$ cat config.mk
export PLATFORM = sky130hd
export DESIGN_NAME = sd_conv_sequencer
export DESIGN_NICKNAME = d
export VERILOG_FILES = /design/src/design/sd_seq_pkg.sv /design/src/design/result_encoder.sv /design/src/design/sd_conv_sequencer.sv
export SDC_FILE = /design/constraint.sdc
export NUM_CORES = 1
export LEC_CHECK = 0
export BUFFER_PORTS_ARGS = -buffer_cell sky130_fd_sc_hd__buf_2
export CORE_ASPECT_RATIO = 0.5
export CORE_MARGIN = 5
export CORE_UTILIZATION = 59
export CTS_CLUSTER_SIZE = 24
export DETAILED_ROUTE_END_ITERATION = 8
export GPL_ROUTABILITY_DRIVEN = 0
export PLACE_DENSITY = 0.77
export SYNTH_ARGS = -nofsm -noshare
export SYNTH_HDL_FRONTEND = slang
export SYNTH_SLANG_ARGS = --single-unit
$ cat constraint.sdc
create_clock -name core_clk -period 6.1 [get_ports core_clk]
set_input_delay 0.305 -clock core_clk [delete_from_list [all_inputs] [get_ports core_clk]]
set_output_delay 0.305 -clock core_clk [all_outputs]
set_load 0.02 [all_outputs]
$ cat src/design/sd_seq_pkg.sv
// Constants shared by the sigma-delta conversion sequencer
package sd_seq_pkg;

   // Phase lengths in master clock cycles
   localparam int unsigned SETTLE_FIRST_CYC  = 44;   // First settling, fixed choice
   localparam int unsigned SETTLE_CHOP_CYC   = 42;   // Settling before chopped sample
   localparam int unsigned SCALE_CYC         = 163;  // Scaling phase
   localparam int unsigned MOD_DIV           = 2;    // Modulator runs at half rate

   // Channel count and widths
   localparam int unsigned NUM_CH            = 8;
   localparam int unsigned CH_W              = 3;
   localparam int unsigned FW_W              = 7;    // Filter word width
   localparam int unsigned RES_W             = 16;   // Result width
   localparam int unsigned CNT_W             = 12;

   // APB register byte offsets
   localparam logic [7:0] OFS_MODE           = 8'h00;
   localparam logic [7:0] OFS_STATUS         = 8'h04;
   localparam logic [7:0] OFS_IRQ_STAT       = 8'h08;
   localparam logic [7:0] OFS_IRQ_MASK       = 8'h0c;
   localparam logic [7:0] OFS_CH_CFG         = 8'h20;  // Plus 4 x channel
   localparam logic [7:0] OFS_CH_DATA        = 8'h40;  // Plus 4 x channel
   localparam logic [7:0] OFS_CH_STAT        = 8'h60;  // Plus 4 x channel

   // Mode register fields
   localparam int unsigned MODE_OP_LSB       = 0;    // 2-bit operating mode
   localparam int unsigned MODE_CLAMP_BIT    = 2;
   localparam int unsigned MODE_CH_LSB       = 4;    // Start channel

   // Operating mode encodings
   localparam logic [1:0] OP_IDLE            = 2'h0;
   localparam logic [1:0] OP_SINGLE          = 2'h1;
   localparam logic [1:0] OP_CONT            = 2'h2;

   // Channel configuration fields
   localparam int unsigned CFG_FW_LSB        = 0;
   localparam int unsigned CFG_CHOP_BIT      = 8;
   localparam int unsigned CFG_EN_BIT        = 9;
   localparam int unsigned CFG_DIFF_BIT      = 10;
   localparam int unsigned CFG_BIP_BIT       = 11;

   // Channel status fields
   localparam int unsigned CST_OVR_BIT       = 0;
   localparam int unsigned CST_SIGN_BIT      = 1;
   localparam int unsigned CST_MISSING_REFERENCE_FLAG_BIT     = 2;
   localparam int unsigned CST_RDY_BIT       = 3;

   // Interrupt status bits
   localparam int unsigned IRQ_DONE_BIT      = 0;
   localparam int unsigned IRQ_MISSING_REFERENCE_FLAG_BIT     = 1;
   localparam int unsigned IRQ_OVR_BIT       = 2;

   // Reset values
   localparam logic [11:0] CFG_RESET         = 12'h204;  // Enabled, filter word 4
   localparam logic [RES_W-1:0] MID_CODE     = 16'h8000;

endpackage : sd_seq_pkg

$ cat src/design/result_encoder.sv
// Result clamping, wrap-around coding and sign/overrange flags
`timescale 1ns/100ps
module result_encoder
   import sd_seq_pkg::*;
(
   // Raw averaged result, signed, extended beyond full scale
   input  wire logic signed [RES_W+1:0] rawValue,
   // Configuration
   input  wire logic                    bipolar,
   input  wire logic                    clampEn,
   // Encoded outputs
   output logic        [RES_W-1:0]      dataOut,
   output logic                         signFlag,
   output logic                         overrangeFlag
);

   // Offset binary in bipolar mode: zero lands on mid code
   wire logic signed [RES_W+1:0] shifted =
      bipolar ? rawValue + $signed({2'b00, MID_CODE}) : rawValue;
   wire logic aboveFs = (shifted > $signed({2'b00, 16'hffff}));
   wire logic belowZs = (shifted < $signed(18'h00000));

   // Sign from raw value; overrange derived from the digital result only
   assign signFlag      = rawValue[RES_W+1];
   assign overrangeFlag = aboveFs | belowZs | (!bipolar && signFlag && rawValue != 0);
   // Saturate or wrap to 16 bits
   assign dataOut = (clampEn && aboveFs) ? 16'hffff :
                    (clampEn && belowZs) ? 16'h0000 :
                    shifted[RES_W-1:0];

endmodule : result_encoder

$ cat src/design/sd_conv_sequencer.sv
// Sigma-delta conversion sequencer with APB registers
//
// The placing of the registers and the APB register port are this design's own decisions.
`timescale 1ns/100ps
module sd_conv_sequencer
   import sd_seq_pkg::*;
(
   // Clock and reset
   input  wire logic                core_clk,
   input  wire logic                rst_n,
   // APB slave
   input  wire logic                psel,
   input  wire logic                penable,
   input  wire logic                pwrite,
   input  wire logic [7:0]          paddr,
   input  wire logic [31:0]         pwdata,
   output logic      [31:0]         prdata,
   output logic                     pready,
   output logic                     pslverr,
   // Modulator side
   input  wire logic                modBit,       // Bitstream from modulator
   input  wire logic                refLow,       // Reference comparator, pin level
   output logic                     modClk,
   output logic      [CH_W-1:0]     muxSel,
   output logic                     muxDiff,
   output logic                     muxSwap,
   output logic                     sampling,
   // Ready pin and interrupt
   output logic                     rdy_n,
   output logic                     irq
);

   // Sequencer states
   typedef enum logic [5:0] {
      ST_IDLE    = 6'b000001,
      ST_SETTLE1 = 6'b000010,
      ST_SAMP1   = 6'b000100,
      ST_SETTLE2 = 6'b001000,
      ST_SAMP2   = 6'b010000,
      ST_SCALE   = 6'b100000
   } seq_state_e;

   // Register storage
   seq_state_e               stateReg, stateNext;
   logic [3:0]               modeReg;                 // Op mode and clamp
   logic [CH_W-1:0]          chanReg;                 // Channel being converted
   logic [11:0]              cfgReg   [NUM_CH];       // Per-channel setup
   logic [RES_W-1:0]         dataReg  [NUM_CH];       // Per-channel result
   logic [3:0]               cstReg   [NUM_CH];       // Per-channel status
   logic [2:0]               irqStatReg;              // Sticky events
   logic [2:0]               irqMaskReg;
   logic [CNT_W-1:0]         cntReg;                  // Phase countdown
   logic signed [RES_W+1:0]  accReg;                  // Filter accumulator
   logic signed [RES_W+1:0]  firstReg;                // First sample result
   logic                     divReg;                  // Modulator clock divider
   logic                     refS1Reg, refS2Reg;      // Reference sync
   logic                     modS1Reg, modS2Reg;      // Bitstream sync
   logic                     norefSeenReg;            // Low ref in this cycle
   logic                     rdyPinReg;

   // Number of master clocks in a sampling phase from filter word
   function automatic logic [CNT_W-1:0] sampLen(input logic [FW_W-1:0] fw);
      sampLen = CNT_W'({fw, 4'h0}) + CNT_W'(16);
   endfunction : sampLen

   // Next enabled channel after a given one, wrapping around
   function automatic logic [CH_W-1:0] nextEnabled(input logic [CH_W-1:0] cur,
                                                   input logic [NUM_CH-1:0] en);
      logic [CH_W-1:0] idx;
      nextEnabled = cur;
      for (int i = NUM_CH; i >= 1; i--) begin
         idx = CH_W'(cur + CH_W'(i));
         if (en[idx]) begin
            nextEnabled = idx;
         end
      end
   endfunction : nextEnabled

   // APB decode
   wire logic              apbAcc    = psel & penable;
   wire logic              apbWr     = apbAcc & pwrite;
   wire logic              apbRd     = apbAcc & ~pwrite;
   wire logic [CH_W-1:0]   regCh     = paddr[4:2];
   wire logic              hitMode   = (paddr == OFS_MODE);
   wire logic              hitStat   = (paddr == OFS_STATUS);
   wire logic              hitIrqS   = (paddr == OFS_IRQ_STAT);
   wire logic              hitIrqM   = (paddr == OFS_IRQ_MASK);
   wire logic              hitCfg    = (paddr[7:5] == OFS_CH_CFG[7:5]) && (paddr[1:0] == 2'b00);
   wire logic              hitData   = (paddr[7:5] == OFS_CH_DATA[7:5]) && (paddr[1:0] == 2'b00);
   wire logic              hitCst    = (paddr[7:5] == OFS_CH_STAT[7:5]) && (paddr[1:0] == 2'b00);
   wire logic              hitAny    = hitMode | hitStat | hitIrqS | hitIrqM | hitCfg
                                       | hitData | hitCst;
   wire logic              modeWr    = apbWr & hitMode;
   wire logic              dataRd    = apbRd & hitData;

   // Current channel configuration
   wire logic [11:0]       curCfg    = cfgReg[chanReg];
   wire logic              curChop   = curCfg[CFG_CHOP_BIT];
   wire logic [FW_W-1:0]   curFw     = curCfg[CFG_FW_LSB +: FW_W];
   wire logic [1:0]        opMode    = modeReg[MODE_OP_LSB +: 2];
   wire logic [NUM_CH-1:0] enMask;
   wire logic [NUM_CH-1:0] rdyVec;
   for (genvar g = 0; g < NUM_CH; g++) begin : g_vec
      assign enMask[g] = cfgReg[g][CFG_EN_BIT];
      assign rdyVec[g] = cstReg[g][CST_RDY_BIT];
   end

   // Phase control
   wire logic              cntDone   = (cntReg == CNT_W'(1));
   wire logic              modEdge   = divReg;
   wire logic              finish    = (stateReg == ST_SCALE) && cntDone;
   wire logic              startConv = modeWr && (pwdata[1:0] != OP_IDLE);

   // Chopped average: positive offset term first, negative second
   wire logic signed [RES_W+2:0] sumAvg = {firstReg[RES_W+1], firstReg}
                                          + {accReg[RES_W+1], accReg};
   wire logic signed [RES_W+1:0] rawRes = curChop ? sumAvg[RES_W+2:1] : firstReg;

   // Result coding
   logic [RES_W-1:0] encData;
   logic             encSign;
   logic             encOvr;
   result_encoder u_enc (
      .rawValue      (rawRes),
      .bipolar       (curCfg[CFG_BIP_BIT]),
      .clampEn       (modeReg[MODE_CLAMP_BIT]),
      .dataOut       (encData),
      .signFlag      (encSign),
      .overrangeFlag (encOvr)
   );

   // Next-state decode
   always_comb begin
      stateNext = stateReg;
      unique case (stateReg)
         ST_IDLE:    if (startConv) stateNext = ST_SETTLE1;
         ST_SETTLE1: if (cntDone) stateNext = ST_SAMP1;
         ST_SAMP1:   if (cntDone) stateNext = curChop ? ST_SETTLE2 : ST_SCALE;
         ST_SETTLE2: if (cntDone) stateNext = ST_SAMP2;
         ST_SAMP2:   if (cntDone) stateNext = ST_SCALE;
         ST_SCALE:   if (cntDone) stateNext = (opMode == OP_CONT) ? ST_SETTLE1 : ST_IDLE;
      endcase
      if (modeWr && !startConv) begin
         stateNext = ST_IDLE;
      end else if (startConv) begin
         stateNext = ST_SETTLE1;
      end
   end

   // Phase length loaded on each entry
   wire logic              enterPhase = (stateNext != stateReg) || startConv;
   wire logic [CNT_W-1:0]  phaseLen =
      (stateNext == ST_SETTLE1) ? CNT_W'(SETTLE_FIRST_CYC) :
      (stateNext == ST_SETTLE2) ? CNT_W'(SETTLE_CHOP_CYC) :
      (stateNext == ST_SCALE)   ? CNT_W'(SCALE_CYC) :
                                  sampLen(curFw);

   // State, counter and channel pointer
   always_ff @(posedge core_clk or negedge rst_n) begin
      if (!rst_n) begin
         stateReg <= ST_IDLE;
         cntReg   <= '0;
         chanReg  <= '0;
      end else begin
         stateReg <= stateNext;
         cntReg   <= enterPhase ? phaseLen : (cntReg - CNT_W'(1));
         if (startConv) begin
            chanReg <= pwdata[MODE_CH_LSB +: CH_W];
         end else if (finish && opMode == OP_CONT) begin
            chanReg <= nextEnabled(chanReg, enMask);
         end
      end
   end

   // Modulator clock divider and synchronisers
   always_ff @(posedge core_clk or negedge rst_n) begin
      if (!rst_n) begin
         divReg   <= 1'b0;
         refS1Reg <= 1'b0;
         refS2Reg <= 1'b0;
         modS1Reg <= 1'b0;
         modS2Reg <= 1'b0;
      end else begin
         divReg   <= ~divReg;
         refS1Reg <= refLow;
         refS2Reg <= refS1Reg;
         modS1Reg <= modBit;
         modS2Reg <= modS1Reg;
      end
   end

   // Filter: count bitstream ones minus zeros (zeros minus ones in the second sample) on each modulator edge
   wire logic inSample = (stateReg == ST_SAMP1) || (stateReg == ST_SAMP2);
   wire logic signed [RES_W+1:0] step = (modS2Reg ^ (stateReg == ST_SAMP2))
                                        ? 18'sd1 : -18'sd1;
   always_ff @(posedge core_clk or negedge rst_n) begin
      if (!rst_n) begin
         accReg   <= '0;
         firstReg <= '0;
      end else begin
         if (stateReg == ST_SETTLE1 || stateReg == ST_SETTLE2) begin
            accReg <= '0;
         end else if (inSample && modEdge) begin
            accReg <= accReg + step;
         end
         if (stateReg == ST_SAMP1 && cntDone) begin
            firstReg <= accReg;
         end
      end
   end

   // Missing reference tracking across the conversion
   wire logic converting = (stateReg != ST_IDLE);
   always_ff @(posedge core_clk or negedge rst_n) begin
      if (!rst_n) begin
         norefSeenReg <= 1'b0;
      end else if (startConv || finish) begin
         norefSeenReg <= 1'b0;
      end else if (converting && refS2Reg) begin
         norefSeenReg <= 1'b1;
      end
   end

   // Mode register; single conversion falls back to idle when done
   always_ff @(posedge core_clk or negedge rst_n) begin
      if (!rst_n) begin
         modeReg <= '0;
      end else if (modeWr) begin
         modeReg <= pwdata[3:0];
      end else if (finish && opMode == OP_SINGLE) begin
         modeReg[MODE_OP_LSB +: 2] <= OP_IDLE;
      end
   end

   // Per-channel config, data and status
   always_ff @(posedge core_clk or negedge rst_n) begin
      if (!rst_n) begin
         for (int i = 0; i < NUM_CH; i++) begin
            cfgReg[i]  <= CFG_RESET;
            dataReg[i] <= '0;
            cstReg[i]  <= '0;
         end
      end else begin
         if (apbWr && hitCfg) begin
            cfgReg[regCh] <= pwdata[11:0];
         end
         if (dataRd) begin
            cstReg[regCh][CST_RDY_BIT] <= 1'b0;
         end
         // Update set wins over a simultaneous read clear
         if (finish) begin
            dataReg[chanReg] <= encData;
            cstReg[chanReg]  <= {1'b1, norefSeenReg | refS2Reg, encSign, encOvr};
         end
      end
   end

   // Ready pin: high at scaling start or mode write, low at finish
   always_ff @(posedge core_clk or negedge rst_n) begin
      if (!rst_n) begin
         rdyPinReg <= 1'b1;
      end else if (finish) begin
         rdyPinReg <= 1'b0;
      end else if (modeWr || (stateNext == ST_SCALE && stateReg != ST_SCALE)) begin
         rdyPinReg <= 1'b1;
      end else if (dataRd && (rdyVec & ~(NUM_CH'(1) << regCh)) == '0) begin
         rdyPinReg <= 1'b1;
      end
   end

   // Interrupt status and mask; set wins over write-one clear
   wire logic [2:0] irqEvents = {finish & encOvr, finish & (norefSeenReg | refS2Reg), finish};
   wire logic [2:0] irqClr    = (apbWr && hitIrqS) ? pwdata[2:0] : 3'h0;
   always_ff @(posedge core_clk or negedge rst_n) begin
      if (!rst_n) begin
         irqStatReg <= '0;
         irqMaskReg <= '0;
         irq        <= 1'b0;
      end else begin
         irqStatReg <= (irqStatReg & ~irqClr) | irqEvents;
         if (apbWr && hitIrqM) begin
            irqMaskReg <= pwdata[2:0];
         end
         irq <= |(((irqStatReg & ~irqClr) | irqEvents) & irqMaskReg);
      end
   end

   // Read mux
   wire logic [31:0] rdMux =
      hitMode ? {28'h0, modeReg} :
      hitStat ? {8'h0, 8'(stateReg), 5'h0, chanReg, rdyVec} :
      hitIrqS ? {29'h0, irqStatReg} :
      hitIrqM ? {29'h0, irqMaskReg} :
      hitCfg  ? {20'h0, cfgReg[regCh]} :
      hitData ? {16'h0, dataReg[regCh]} :
      hitCst  ? {25'h0, chanReg, cstReg[regCh]} : 32'h0;

   // APB answer in the first access cycle, registered outputs
   always_ff @(posedge core_clk or negedge rst_n) begin
      if (!rst_n) begin
         prdata  <= '0;
         pready  <= 1'b0;
         pslverr <= 1'b0;
      end else begin
         pready  <= psel & ~penable;
         pslverr <= psel & ~penable & ~hitAny;
         prdata  <= (psel & ~penable & ~pwrite) ? rdMux : 32'h0;
      end
   end

   // Mux and modulator outputs
   always_ff @(posedge core_clk or negedge rst_n) begin
      if (!rst_n) begin
         modClk   <= 1'b0;
         muxSel   <= '0;
         muxDiff  <= 1'b0;
         muxSwap  <= 1'b0;
         sampling <= 1'b0;
         rdy_n    <= 1'b1;
      end else begin
         modClk   <= divReg;
         muxSel   <= chanReg;
         muxDiff  <= curCfg[CFG_DIFF_BIT];
         muxSwap  <= (stateReg == ST_SETTLE2) || (stateReg == ST_SAMP2);
         sampling <= inSample;
         rdy_n    <= rdyPinReg;
      end
   end

   // Checks
   chk_settle_first: assert property (@(posedge core_clk) disable iff (!rst_n)
      $rose(stateReg == ST_SETTLE1) |-> (stateReg == ST_SETTLE1) [*8])
      else $error("settle too short");
   chk_chop_path: assert property (@(posedge core_clk) disable iff (!rst_n)
      (stateReg == ST_SAMP1 && cntDone && curChop && !modeWr) |=> stateReg == ST_SETTLE2)
      else $error("chop path skipped");
   chk_nochop_path: assert property (@(posedge core_clk) disable iff (!rst_n)
      (stateReg == ST_SAMP1 && cntDone && !curChop && !modeWr) |=> stateReg == ST_SCALE)
      else $error("unchopped path wrong");
   chk_scale_len: assert property (@(posedge core_clk) disable iff (!rst_n)
      (stateReg != ST_SCALE ##1 stateReg == ST_SCALE && !modeWr) |-> cntReg == CNT_W'(SCALE_CYC))
      else $error("scale length wrong");
   chk_rdy_low: assert property (@(posedge core_clk) disable iff (!rst_n)
      finish |-> ##2 !rdy_n)
      else $error("ready pin not low");
   chk_rdy_high: assert property (@(posedge core_clk) disable iff (!rst_n)
      (stateReg == ST_SCALE && !finish && !$past(finish)) |-> ##1 rdy_n)
      else $error("ready pin low in scaling");
   chk_single_idle: assert property (@(posedge core_clk) disable iff (!rst_n)
      (finish && opMode == OP_SINGLE && !modeWr) |=> opMode == OP_IDLE && stateReg == ST_IDLE)
      else $error("single not idle");
   chk_ready_bit: assert property (@(posedge core_clk) disable iff (!rst_n)
      finish |=> rdyVec[$past(chanReg)])
      else $error("ready bit not set");
   chk_mod_half: assert property (@(posedge core_clk) disable iff (!rst_n)
      modClk |=> !modClk)
      else $error("modulator clock not half");

endmodule : sd_conv_sequencer

==> results of run 1 <==
-- registers in the layout, summed over array words and instances (netlist names), 3 cells and up --
signal and flops:
irqStatReg 3, chanReg 3, cstReg 32, stateReg 6, prdata 22, cfgReg 96, cntReg 12, irqMaskReg 3
firstReg 18, muxSel 3, dataReg 128, modeReg 4, accReg 18
-- final cells by class --
| class | count | area (sq um) | area share, % |
|---|---|---|---|
| Clock buffer | 49 | 998 | 4.61 |
| Clock inverter | 12 | 121 | 0.561 |
| Inverter | 22 | 82.6 | 0.382 |
| Multi-Input combinational cell | 1272 | 10200 | 47.0 |
| Sequential cell | 363 | 9110 | 42.1 |
| Tap cell | 441 | 552 | 2.55 |
| Timing Repair Buffer | 95 | 601 | 2.78 |
-- power by group through the flow --
stage                     Clock [mW]  Combinational, mW  Sequential [mW]
after detailed placement           0              0.358             2.56
after floorplan                    0              0.240             2.55
after global placement             0              0.348             2.56
after global routing            2.31              0.399             2.53
final                           2.18              0.359             2.52
after CTS                       2.20              0.362             2.52
-- final timing paths --
kind / startpoint / endpoint / slack [ps] / cells past startpoint
worst max-delay path: stateReg[1] / accReg[17] / 1180 / 13
worst min-delay path: pwrite / cstReg[31] / 70 / 3
worst max register to register: stateReg[1] / accReg[17] / 1180 / 13
worst min register to register: refS1Reg / refS2Reg / 350 / 0
max in group asynchronous: rst_n / chanReg[0] / 4250 / 3
min in group asynchronous: rst_n / accReg[7] / 390 / 2
-- worst register-to-register path: stages, from the launching register on --
cell	delay (ps)
sky130_fd_sc_hd__dfrtp_1	500
sky130_fd_sc_hd__nor4_1	490
sky130_fd_sc_hd__nand2b_1	250
sky130_fd_sc_hd__xor2_1	820
sky130_fd_sc_hd__ha_1	390
sky130_fd_sc_hd__a21o_1	170
sky130_fd_sc_hd__a21o_1	200
sky130_fd_sc_hd__a2111oi_0	580
sky130_fd_sc_hd__o211ai_1	210
sky130_fd_sc_hd__o211ai_1	220
sky130_fd_sc_hd__o311ai_0	340
sky130_fd_sc_hd__mux2i_1	200
sky130_fd_sc_hd__a221oi_1	290
sky130_fd_sc_hd__a31oi_1	140
-- layout by cell type (no fill, tap or decap), types with 9 or more instances in the layout --
cell type	n
sky130_fd_sc_hd__nand3_1	31
sky130_fd_sc_hd__o22ai_1	21
sky130_fd_sc_hd__clkbuf_16	35
sky130_fd_sc_hd__a21o_1	17
sky130_fd_sc_hd__o21ai_0	85
sky130_fd_sc_hd__dfstp_2	19
sky130_fd_sc_hd__and2_1	10
sky130_fd_sc_hd__conb_1	10
sky130_fd_sc_hd__dfrtp_1	343
sky130_fd_sc_hd__o211ai_1	9
sky130_fd_sc_hd__o31a_1	9
sky130_fd_sc_hd__buf_2	56
sky130_fd_sc_hd__a21oi_1	123
sky130_fd_sc_hd__xor2_1	19
sky130_fd_sc_hd__nand2b_1	19
sky130_fd_sc_hd__and3_1	13
sky130_fd_sc_hd__ha_1	42
sky130_fd_sc_hd__mux4_2	93
sky130_fd_sc_hd__a31oi_1	10
sky130_fd_sc_hd__o31ai_1	12
sky130_fd_sc_hd__nand2_1	158
sky130_fd_sc_hd__inv_1	21
sky130_fd_sc_hd__buf_4	34
sky130_fd_sc_hd__nor2_1	165
sky130_fd_sc_hd__mux2i_1	38
sky130_fd_sc_hd__nor3_1	30
sky130_fd_sc_hd__o21a_1	9
sky130_fd_sc_hd__xnor2_1	32
sky130_fd_sc_hd__mux2_2	179
sky130_fd_sc_hd__or3_1	14
-- timing repair --
| item | CTS | global route |
|---|---|---|
| gates resized for setup | 0 | 0 |
| endpoints found under the hold margin | 99 | 0 |
| hold buffers | 3 | 0 |
| setup endpoints to repair | 0 | 0 |
-- metal layers --
layer | track usage, % | up-vias | wire [um]
met1 | 36.6 | 7245 | 20600
met4 | 6.50 | 2 | 1130
met2 | 41.8 | 525 | 22800
li1 | - | 6506 | -
met5 | 0 | - | 13
met3 | 5.78 | 100 | 4020
-- cell families after synthesis --
family,synth area share [%]
and+or+nand+nor,11.1
AOI/OAI and AO/OA,12.0
DFF,46.0
muxes,22.7
buffers and inverters,2.93
xor gates and xnor gates,2.39
adders and majority gates,2.85
other,0.0189
-- per-stage QoR --
stage	hold WS [ps]	power [mW]	util [%]
final	74.5	5.05	65.4
after global placement	334	2.91	61.9
after detailed placement	336	2.92	61.9
after CTS	63.3	5.08	65.4
after global routing	59.9	5.24	65.4
after floorplan	9.41	2.79	-
==> qor.log, run 1 <==
[finish] Total Nets Final 1879
[cts] sinks on the clock net 363
[pwr] Psw 1.22 mW
[die] total number of placement rows 47
[worst_setup_path] sort of element at the start of the critical path register
[worst_setup_path] crit-path leading delay family compound AO/OA/AOI/OAI gates
[synthesis] dominant synthesized flop cell sky130_fd_sc_hd__dfrtp_1
[timing] setup_tns 0 ps
[cts] number of CTS-inserted buffers 34
[synthesis] cell type with the highest aggregate area in the netlist sky130_fd_sc_hd__dfrtp_1
[synthesis] sequential fraction of the synthesis area 46.0%
[run] Max-Cap Viols 0
[global_route] largest net degree at the start of global routing 137
[worst_setup_path] crit path buf inv count 0
[timing] final setup violation count 0
[routing] Avg WL per Cell 21.5 um
[worst_setup_path] required time of the worst setup path 6490 ps
[pwr] Power Density 233 nW/um^2
[global_route] wire length of the first global-routing pass 78800 um
[cts] deepest level of the CTS H-tree 2
[place] cell count after placement 2190
[synthesis] Synth Instances 1759
[die] IO Count 90
[timing] post-route fraction of the period consumed by the critical path 80.6%
[global_route] via count of the first global-routing pass 14300
[cts] Post CTS Setup Buffer Count 0
[synthesis] most frequent cells after synthesis sky130_fd_sc_hd__dfrtp_1, sky130_fd_sc_hd__mux2_2, sky130_fd_sc_hd__nor2_1
[die] height of the chip 140 um
[synthesis] cell types with the largest area share after synthesis sky130_fd_sc_hd__dfrtp_1, sky130_fd_sc_hd__mux4_2, sky130_fd_sc_hd__mux2_2
[timing] final hold vios 0
[synthesis] top-count cell post-synth sky130_fd_sc_hd__dfrtp_1
[finish] fraction of final layout cells sized beyond drive strength 1 25.8%
[synthesis] number of storage elements in the synthesis netlist 363
[timing] slew of the pin with the lowest slew margin 987 ps
[place] dpl ws 1200 ps
[synthesis] proportion of register bits with asynchronous set or reset after synthesis 100%
[cts] TritonCTS clock tree built
[cts] Worst-Skew Late Latency 540 ps
[timing] RSZ-0062 raised after global routing false
[timing] number of pins exceeding their max-slew limit in the final report 0
[routing] drc violations 0
[routing] routed vias 14400
[synthesis] number of enable flip-flop cells after synthesis 0
[worst_setup_path] crit path max fanout 12
[place] sum of net half-perimeters after detailed placement 32400 um
[die] die footprint 37600 sq um
[timing] setup skew after layout 24.6 ps
[synthesis] synthesized cell area 19800 sq um
[die] starting utilization of the core area 59.9%
[worst_setup_path] Crit. End Element register
[timing] maximum frequency from static timing analysis 203 MHz
[cts] buffer type at the clock tree root sky130_fd_sc_hd__clkbuf_16
[routing] First-pass DRT Iterations 5
[synthesis] synthesized area divided by synthesized cell count 11.3 sq um
[pwr] Leakage Power 9.86 nW
[global_route] Total GRT Usage 26.0%
[finish] number of diodes added for antenna fixing 0
[routing] violation count after the first detailed-routing iteration 1558
[routing] detailed-route wire length 48600 um
[place] DP Area 20500 sq um
[synthesis] number of distinct library cells after synthesis 88
[finish] fill count 2460
[worst_setup_path] Slowest Stage Delay on Critical Path 820 ps
[die] Core Footprint 33100 sq um
[finish] synthesis-to-finish area growth 9.20%
[global_route] total congestion overflow 0
[die] width of the die 269 um
[timing] max_slew headroom 34.0%
[finish] Final Instance Count excl. Fillers 2254
[timing] worst-case setup margin in the final layout 1180 ps
[worst_setup_path] CP Cell Sequence nor4_1, nand2b_1, xor2_1, ha_1, a21o_1, a21o_1, a2111oi_0, o211ai_1, o211ai_1, o311ai_0, mux2i_1, a221oi_1, a31oi_1
[worst_setup_path] slowest CP cell sky130_fd_sc_hd__xor2_1
[worst_setup_path] Setup CP Type register to register
[finish] Final Instance Area 21600 sq um
[pwr] internal power of the cells 3.83 mW
[pwr] power share of the combinational group 7.1%
[global_route] antenna violations before repair 2
[place] number of input and output port buffers inserted 59
[run_status] result of the run finished, final reports clean
[routing] post-route antenna net violation count 0
[pwr] switching fraction of total power 24.1%
[cts] buffers from clock root to sink, at most 3
[routing] detailed-route vias per instance 6.38
[pwr] sequential cell fraction of total power 49.8%
[min_path] worst min path class input port to register
[cts] clock transition time at the flip-flop clock pins of the worst setup and hold paths 60 ps
[timing] minimum period implied by the final worst setup slack 4920 ps
[worst_setup_path] data arrival time of the critical path 5310 ps
[pwr] maximum VDD drop 0.156 mV
[pwr] Clk pwr share 43.1%
[synthesis] area fraction of the dominant cell type after synthesis 43.4%
[synthesis] Syn. warnings 0
No activity file was read; power rests on OpenSTA's default activity.
==> run 2, diff against run 1 <==
--- a/config.mk
+++ b/config.mk
@@ -5,6 +5,7 @@
 export SDC_FILE = /design/constraint.sdc
 export NUM_CORES = 1
 export LEC_CHECK = 0
+export ABC_AREA = 1
 export BUFFER_PORTS_ARGS = -buffer_cell sky130_fd_sc_hd__buf_2
 export CORE_ASPECT_RATIO = 0.5
 export CORE_MARGIN = 5
==> constraint.sdc (replaced) <==
create_clock -name core_clk -period 4.7 [get_ports core_clk]
set_input_delay 0.235 -clock core_clk [delete_from_list [all_inputs] [get_ports core_clk]]
set_output_delay 0.235 -clock core_clk [all_outputs]
set_load 0.02 [all_outputs]
==> run 2 against run 1 <==
Against the previous run:
- die area increased by 0.66%
- non-clock buffer count up 9
- global-route usage is 4.6 points higher
- hold slack worse by 57 ps
- synthesized cell count rose by 50%
==> qor.log, run 2 <==
[finish] post-layout util 65.7%
[place] number of input and output port buffers inserted 59
[die] IO Count 90
[routing] routed vias 18600
[worst_setup_path] CP Cell Sequence inv_2, nand2_1, nand3_1, nand3_1, nand2_2, inv_2, nand2_1, nand2_1, nand3_2, a21oi_2, nand3_2, nand2_1, nand2_1, nand2_1
[synthesis] cell type with the highest aggregate area in the netlist sky130_fd_sc_hd__dfrtp_1
[synthesis] top-count cell post-synth sky130_fd_sc_hd__nand2_1
[worst_setup_path] sort of element at the start of the critical path register
[synthesis] share of the synthesized netlist area taken by xor and xnor gates 1.49%
[worst_setup_path] slowest CP cell sky130_fd_sc_hd__nand3_2
[synthesis] number of storage elements in the synthesis netlist 363
[min_path] worst min path class input port to register
[timing] number of pins exceeding their max-slew limit in the final report 0
[finish] highest-count cells in the layout ignoring fill and taps sky130_fd_sc_hd__nand2_1, sky130_fd_sc_hd__dfrtp_1, sky130_fd_sc_hd__o21ai_0, sky130_fd_sc_hd__inv_1, sky130_fd_sc_hd__nor2_1
[synthesis] area fraction of the dominant cell type after synthesis 43.1%
[cts] buffer type at the clock tree root sky130_fd_sc_hd__clkbuf_16
[synthesis] most frequent cells after synthesis sky130_fd_sc_hd__nand2_1, sky130_fd_sc_hd__dfrtp_1, sky130_fd_sc_hd__o21ai_0
[synthesis] Syn. warnings 0
[worst_setup_path] Worst Reg2Reg Path Length in Cells 14
[routing] post-route antenna net violation count 0
[pwr] sequential cell fraction of total power 48.2%
[timing] max_slew headroom 33.2%
[worst_setup_path] required time of the worst setup path 5190 ps
[cts] clock transition time at the flip-flop clock pins of the worst setup and hold paths 70 ps
[routing] violation count after the first detailed-routing iteration 2267
[synthesis] number of distinct library cells after synthesis 59
[timing] final setup violation count 0
[die] width of the die 270 um
[worst_setup_path] data arrival time of the critical path 4330 ps
[synthesis] share of synthesized cell area in and, or, nand and nor gates 28.6%
[worst_setup_path] Setup CP Type register to register
[worst_setup_path] crit path max fanout 27
[die] die footprint 37800 sq um
[pwr] switching fraction of total power 25.7%
[pwr] Clk pwr share 42.1%
[cts] Worst-Skew Late Latency 550 ps
[global_route] antenna violations before repair 0
[die] height of the chip 140 um
[die] Core Footprint 33200 sq um
[synthesis] proportion of register bits with asynchronous set or reset after synthesis 100%
[cts] buffers from clock root to sink, at most 3
[synthesis] number of enable flip-flop cells after synthesis 0
[cts] Post CTS Setup Buffer Count 0
[routing] detailed-route vias per instance 5.95
[finish] synthesis-to-finish area growth 9.32%
[cts] Hold Buf Count CTS 7
[routing] Avg WL per Cell 18.8 um
[finish] Total Nets Final 2757
[routing] drc violations 0
[finish] fraction of final layout cells sized beyond drive strength 1 9.34%
[synthesis] synthesized area divided by synthesized cell count 7.58 sq um
[cts] TritonCTS clock tree built
[worst_setup_path] Slowest Stage Delay on Critical Path 620 ps
[die] total number of placement rows 47
[timing] setup_tns 0 ps
[global_route] largest net degree at the start of global routing 118
[finish] number of diodes added for antenna fixing 0
[timing] maximum frequency from static timing analysis 260 MHz
[routing] First-pass DRT Iterations 6
[pwr] Leakage Power 11.1 nW
[cts] sinks on the clock net 363
[place] sum of net half-perimeters after detailed placement 38400 um
[routing] detailed-route wire length 58800 um
[synthesis] cell types with the largest area share after synthesis sky130_fd_sc_hd__dfrtp_1, sky130_fd_sc_hd__nand2_1, sky130_fd_sc_hd__o21ai_0
[cts] deepest level of the CTS H-tree 2
[global_route] total congestion overflow 0
[global_route] via count of the first global-routing pass 17300
[synthesis] Synth Area in Compound Gates 15.0%
[synthesis] sequential fraction of the synthesis area 45.6%
[pwr] Psw 1.74 mW
[worst_setup_path] cell occurring most often along the worst timing path sky130_fd_sc_hd__nand2_1
[synthesis] dominant synthesized flop cell sky130_fd_sc_hd__dfrtp_1
[synthesis] Synth Instances 2631
[timing] minimum period implied by the final worst setup slack 3840 ps
[synthesis] arithmetic-cell share of the synthesized area counting full adders, half adders and majority gates 2.83%
[cts] number of CTS-inserted buffers 34
[timing] RSZ-0062 raised after global routing false
[timing] slew of the pin with the lowest slew margin 996 ps
[global_route] Total GRT Usage 30.6%
[synthesis] multiplexer share of the synthesized area 0.0502%
[run] Max-Cap Viols 0
[pwr] maximum VDD drop 0.219 mV
[timing] setup skew after layout 30.4 ps
[timing] final hold vios 0
[die] starting utilization of the core area 60.1%
[timing] post-route fraction of the period consumed by the critical path 81.7%
[global_route] wire length of the first global-routing pass 93200 um
[synthesis] synthesized cell area 20000 sq um
[synthesis] combinational family with the most area after synthesis simple AND/OR/NAND/NOR gates
[finish] flip-flop count of the largest register after layout 128
[finish] Most flops, register dataReg
[run_status] result of the run finished, final reports clean
[worst_setup_path] Crit. End Element register
[pwr] internal power of the cells 5.02 mW
[pwr] Power Density 310 nW/um^2
[finish] Largest regs dataReg (128), cfgReg (96), cstReg (32)
[min_path] worst hold path cell count 3
[finish] leading cell type in the layout, fill and taps excluded sky130_fd_sc_hd__nand2_1
[cts] quantity of gates resized following cts 0
[pwr] power share of the combinational group 9.7%
[run 2: path summary, 6_finish.rpt]
path	start	end	slack, ps
max	chanReg[0]	dataReg[83]	860
max reg2reg	chanReg[0]	dataReg[83]	860
min reg2reg	modS1Reg	modS2Reg	350
min	pwdata[1]	modeReg[1]	20
min in group asynchronous	rst_n	cfgReg[43]	260
max in group asynchronous	rst_n	prdata[19]	3380
[run 2: power by group through the flow]
stage / clock network (mW) / logic [mW] / registers [mW]
2_1_floorplan: 0 / 0.423 / 3.30
3_3_place_gp: 0 / 0.623 / 3.31
3_5_place_dp: 0 / 0.636 / 3.31
4_1_cts: 2.87 / 0.643 / 3.25
5_1_grt: 3.03 / 0.727 / 3.26
6_report: 2.84 / 0.655 / 3.26
[run 2: cells by family after synthesis]
group                    count (synthesis)
XOR/XNOR                                34
AND/OR/NAND/NOR                       1357
flip-flops                             363
adder cells (fa/ha/maj)                 44
buffers and inverters                  308
AO/OA/AOI/OAI                          523
other                                    1
multiplexers                             1
[run 2: worst max-delay path: cells and delay by family (launching register included)]
kind / cells / cell delay (ps)
simple gates: 11 / 2340
buf+inv: 2 / 740
flops: 1 / 520
compound gates: 1 / 160
[run 2: layout make-up]
type,instances,area [sq um]
Tap cell,441,552
Inverter,194,728
Multi-Input combinational cell,1969,9610
Sequential cell,363,9110
Clock buffer,50,1020
Fill cell,2836,11400
Timing Repair Buffer,104,686
Clock inverter,7,104
[run 2: per-layer routing]
layer  vias to the layer above  GRT usage (%)  wire length [um]
li1                       8765              -                 -
met1                      8705           43.0             24800
met2                      1014           46.8             25400
met3                       119           8.94              7050
met4                         0           8.23              1470
met5                         -              0                 0
[run 2: metrics by stage]
step / hold slack [ps] / instances / total power, mW / worst slack, ps / instance area, sq um
2_1_floorplan: -60.6 / 2640 / 3.72 / 1540 / 20000
3_3_place_gp: 244 / 3064 / 3.93 / 1000 / 20600
3_5_place_dp: 240 / 3064 / 3.95 / 968 / 20600
4_1_cts: 4.70 / 3128 / 6.77 / 919 / 21800
5_1_grt: 40.4 / 3128 / 7.02 / 496 / 21800
6_report: 17.2 / 3128 / 6.76 / 859 / 21800
==> run 3, diff against run 2 <==
--- a/config.mk
+++ b/config.mk
@@ -9,11 +9,11 @@
 export BUFFER_PORTS_ARGS = -buffer_cell sky130_fd_sc_hd__buf_2
 export CORE_ASPECT_RATIO = 0.5
 export CORE_MARGIN = 5
-export CORE_UTILIZATION = 59
+export CORE_UTILIZATION = 56
 export CTS_CLUSTER_SIZE = 24
 export DETAILED_ROUTE_END_ITERATION = 8
 export GPL_ROUTABILITY_DRIVEN = 0
-export PLACE_DENSITY = 0.77
+export PLACE_DENSITY = 0.76
 export SYNTH_ARGS = -nofsm -noshare
 export SYNTH_HDL_FRONTEND = slang
 export SYNTH_SLANG_ARGS = --single-unit
==> constraint.sdc (replaced) <==
create_clock -name core_clk -period 3.23 [get_ports core_clk]
set_input_delay 0.1615 -clock core_clk [delete_from_list [all_inputs] [get_ports core_clk]]
set_output_delay 0.1615 -clock core_clk [all_outputs]
set_load 0.02 [all_outputs]
==> run 3 against run 2 <==
Against the previous run:
- wire length rose by 1.9%
- utilization fell by 1.8 points
- largest cell class unchanged
- critical endpoint is now accReg[11]
- combinational power rose by 51%
- global-route usage fell by 0.63 points
- worst setup slack got worse by 560 ps
- hold slack got worse by 11 ps
- sequential power rose by 45%
- clock power rose by 46%
- die area rose by 5.1%
==> qor.log, run 3 (synthesis results as in run 2) <==
[worst_setup_path] Setup CP Type register to register
[worst_setup_path] slowest CP cell sky130_fd_sc_hd__dfrtp_1
[die] total number of placement rows 48
[timing] RSZ-0062 raised after global routing false
[routing] detailed-route vias per instance 5.89
[cts] number of CTS-inserted buffers 34
[worst_setup_path] data arrival time of the critical path 3370 ps
[routing] post-route antenna net violation count 0
[cts] Worst-Skew Late Latency 570 ps
[worst_setup_path] Critical path origin stateReg[2]
[cts] buffers from clock root to sink, at most 3
[global_route] antenna violations before repair 0
[place] number of input and output port buffers inserted 59
[worst_setup_path] CP Cell Sequence nor2_2, nand4_2, xor2_1, buf_4, ha_1, nand2_1, inv_1, nand3_1, nor3_1, a21oi_1, o21ai_0, a21oi_1, o21ai_0, nand2_1
[timing] minimum period implied by the final worst setup slack 2930 ps
[place] dpl ws 221 ps
[global_route] wire length of the first global-routing pass 96500 um
[finish] fraction of final layout cells sized beyond drive strength 1 10.6%
[timing] final hold vios 0
[finish] post-layout util 63.8%
[worst_setup_path] Critical Path Sink accReg[11]
[run_status] result of the run finished, final reports clean
[timing] post-route fraction of the period consumed by the critical path 90.8%
[cts] deepest level of the CTS H-tree 2
[die] Core Footprint 34800 sq um
[timing] setup skew after layout 31.0 ps
[routing] Avg WL per Cell 18.7 um
[routing] routed vias 18900
[die] height of the chip 143 um
[pwr] Leakage Power 11.3 nW
[finish] leading cell type in the layout, fill and taps excluded sky130_fd_sc_hd__nand2_1
[worst_setup_path] Worst Reg2Reg Path Length in Cells 14
[worst_setup_path] Slowest Stage Delay on Critical Path 430 ps
[worst_setup_path] Crit. End Element register
[pwr] switching fraction of total power 26.7%
[routing] drc violations 0
[pwr] internal power of the cells 7.23 mW
[finish] flip-flop count of the largest register after layout 128
[worst_setup_path] required time of the worst setup path 3670 ps
[cts] sinks on the clock net 363
[die] width of the die 277 um
[timing] number of pins exceeding their max-slew limit in the final report 0
[pwr] Psw 2.64 mW
[cts] buffer type at the clock tree root sky130_fd_sc_hd__clkbuf_16
[pwr] sequential cell fraction of total power 48.0%
[routing] violation count after the first detailed-routing iteration 2186
[finish] highest-count cells in the layout ignoring fill and taps sky130_fd_sc_hd__nand2_1, sky130_fd_sc_hd__dfrtp_1, sky130_fd_sc_hd__o21ai_0, sky130_fd_sc_hd__inv_1, sky130_fd_sc_hd__nor2_1
[global_route] total congestion overflow 0
[pwr] maximum VDD drop 0.348 mV
[global_route] Total GRT Usage 29.9%
[routing] First-pass DRT Iterations 6
[global_route] via count of the first global-routing pass 17900
[finish] Largest regs dataReg (128), cfgReg (96), cstReg (32)
[worst_setup_path] beginning of the worst register-to-register path stateReg[2]
[pwr] Power Density 444 nW/um^2
[finish] synthesis-to-finish area growth 11.4%
[finish] Total Nets Final 2795
[cts] TritonCTS clock tree built
[min_path] worst min path class input port to register
[worst_setup_path] internal reg-to-reg setup slack 300 ps
[die] starting utilization of the core area 57.3%
[pwr] power share of the combinational group 10.0%
[worst_setup_path] endpoint of the worst register-to-register path accReg[11]
[timing] setup_tns 0 ps
[finish] Most flops, register dataReg
[pwr] Clk pwr share 42.0%
[pwr] PnR Total Power 9.87 mW
[worst_setup_path] sort of element at the start of the critical path register
[die] IO Count 90
[cts] Post CTS Setup Buffer Count 0
[timing] final setup violation count 0
[cts] clock transition time at the flip-flop clock pins of the worst setup and hold paths 70 ps
[worst_setup_path] crit path max fanout 13
[place] sum of net half-perimeters after detailed placement 39900 um
[routing] detailed-route wire length 59900 um
[timing] maximum frequency from static timing analysis 341 MHz
[global_route] largest net degree at the start of global routing 104
[timing] max_slew headroom 43.8%
[timing] worst-case setup margin in the final layout 297 ps
[run] Max-Cap Viols 0
[die] die footprint 39700 sq um
[timing] slew of the pin with the lowest slew margin 840 ps
[run 3: cell types whose count changed in the layout (fill, tap and decap cells not counted), sizes merged]
cell / previous run / this run
buf: 97 / 132
clkinv: 9 / 13
clkbuf: 50 / 49
dlygate4sd3: 7 / 10
inv: 190 / 189
clkinvlp: 0 / 1
diode: 0 / 1
[run 3: worst min path at each step]
stage | startpoint | end | slack (ps) | cells past startpoint
detailed placement | rst_n | dataReg[28] | 270 | 1
global placement | rst_n | dataReg[92] | 270 | 1
floorplan | rst_n | accReg[0] | -130 | 0
global route | pwdata[11] | cfgReg[59] | 20 | 3
CTS | pwdata[11] | cfgReg[59] | 4 | 3
finish | pwdata[11] | cfgReg[35] | 6 | 3
[run 3: worst max-delay path: cells and delay by family (launching register included)]
| family | cells | cell delay [ps] |
|---|---|---|
| adders and majority gates | 1 | 370 |
| AOI/OAI and AO/OA | 4 | 580 |
| and+or+nand+nor | 6 | 980 |
| DFF | 1 | 430 |
| buffers and inverters | 2 | 280 |
| xor gates and xnor gates | 1 | 180 |
[run 3: power groups by stage]
stage               combinational [mW]  clock, mW  sequential (mW)
detailed placement               0.951          0             4.82
finish                           0.989       4.14             4.74
floorplan                        0.615          0             4.80
global placement                 0.933          0             4.81
CTS                              0.972       4.16             4.73
global route                      1.11       4.37             4.75
[run 3: layout make-up]
class                      instances  area, sq um
sequential                       363         9110
antenna                            1         2.50
fill                            3031        12600
clock buffer                      49          957
multi-input combinational       1969         9650
timing repair buffer             142         1030
tap                              475          594
inverter                         194          728
clock inverter                    11          161
[run 3: timing repair]
action,in CTS,in global routing
resized for setup,0,9
endpoints found under the setup margin,0,108
hold buffers,10,0
hold endpoints to repair,105,0
[run 3: routing by layer]
layer  share of wire (%)  GRT usage [%]  vias to the layer above
li1                    -              -                     8831
met1                  43           42.5                     8956
met2                  43           46.1                      932
met3                  10           6.87                      144
met4                 3.0           10.0                        0
met5                   0              0                        -
[run 3: per-stage QoR]
stage                     std cells  instance area (sq um)  hold WS (ps)
after floorplan                2640                  20000          -134
after global placement         3133                  21000           270
after detailed placement       3133                  21000           271
after CTS                      3203                  22200          3.92
after global routing           3203                  22200          24.6
final                          3204                  22200          6.22
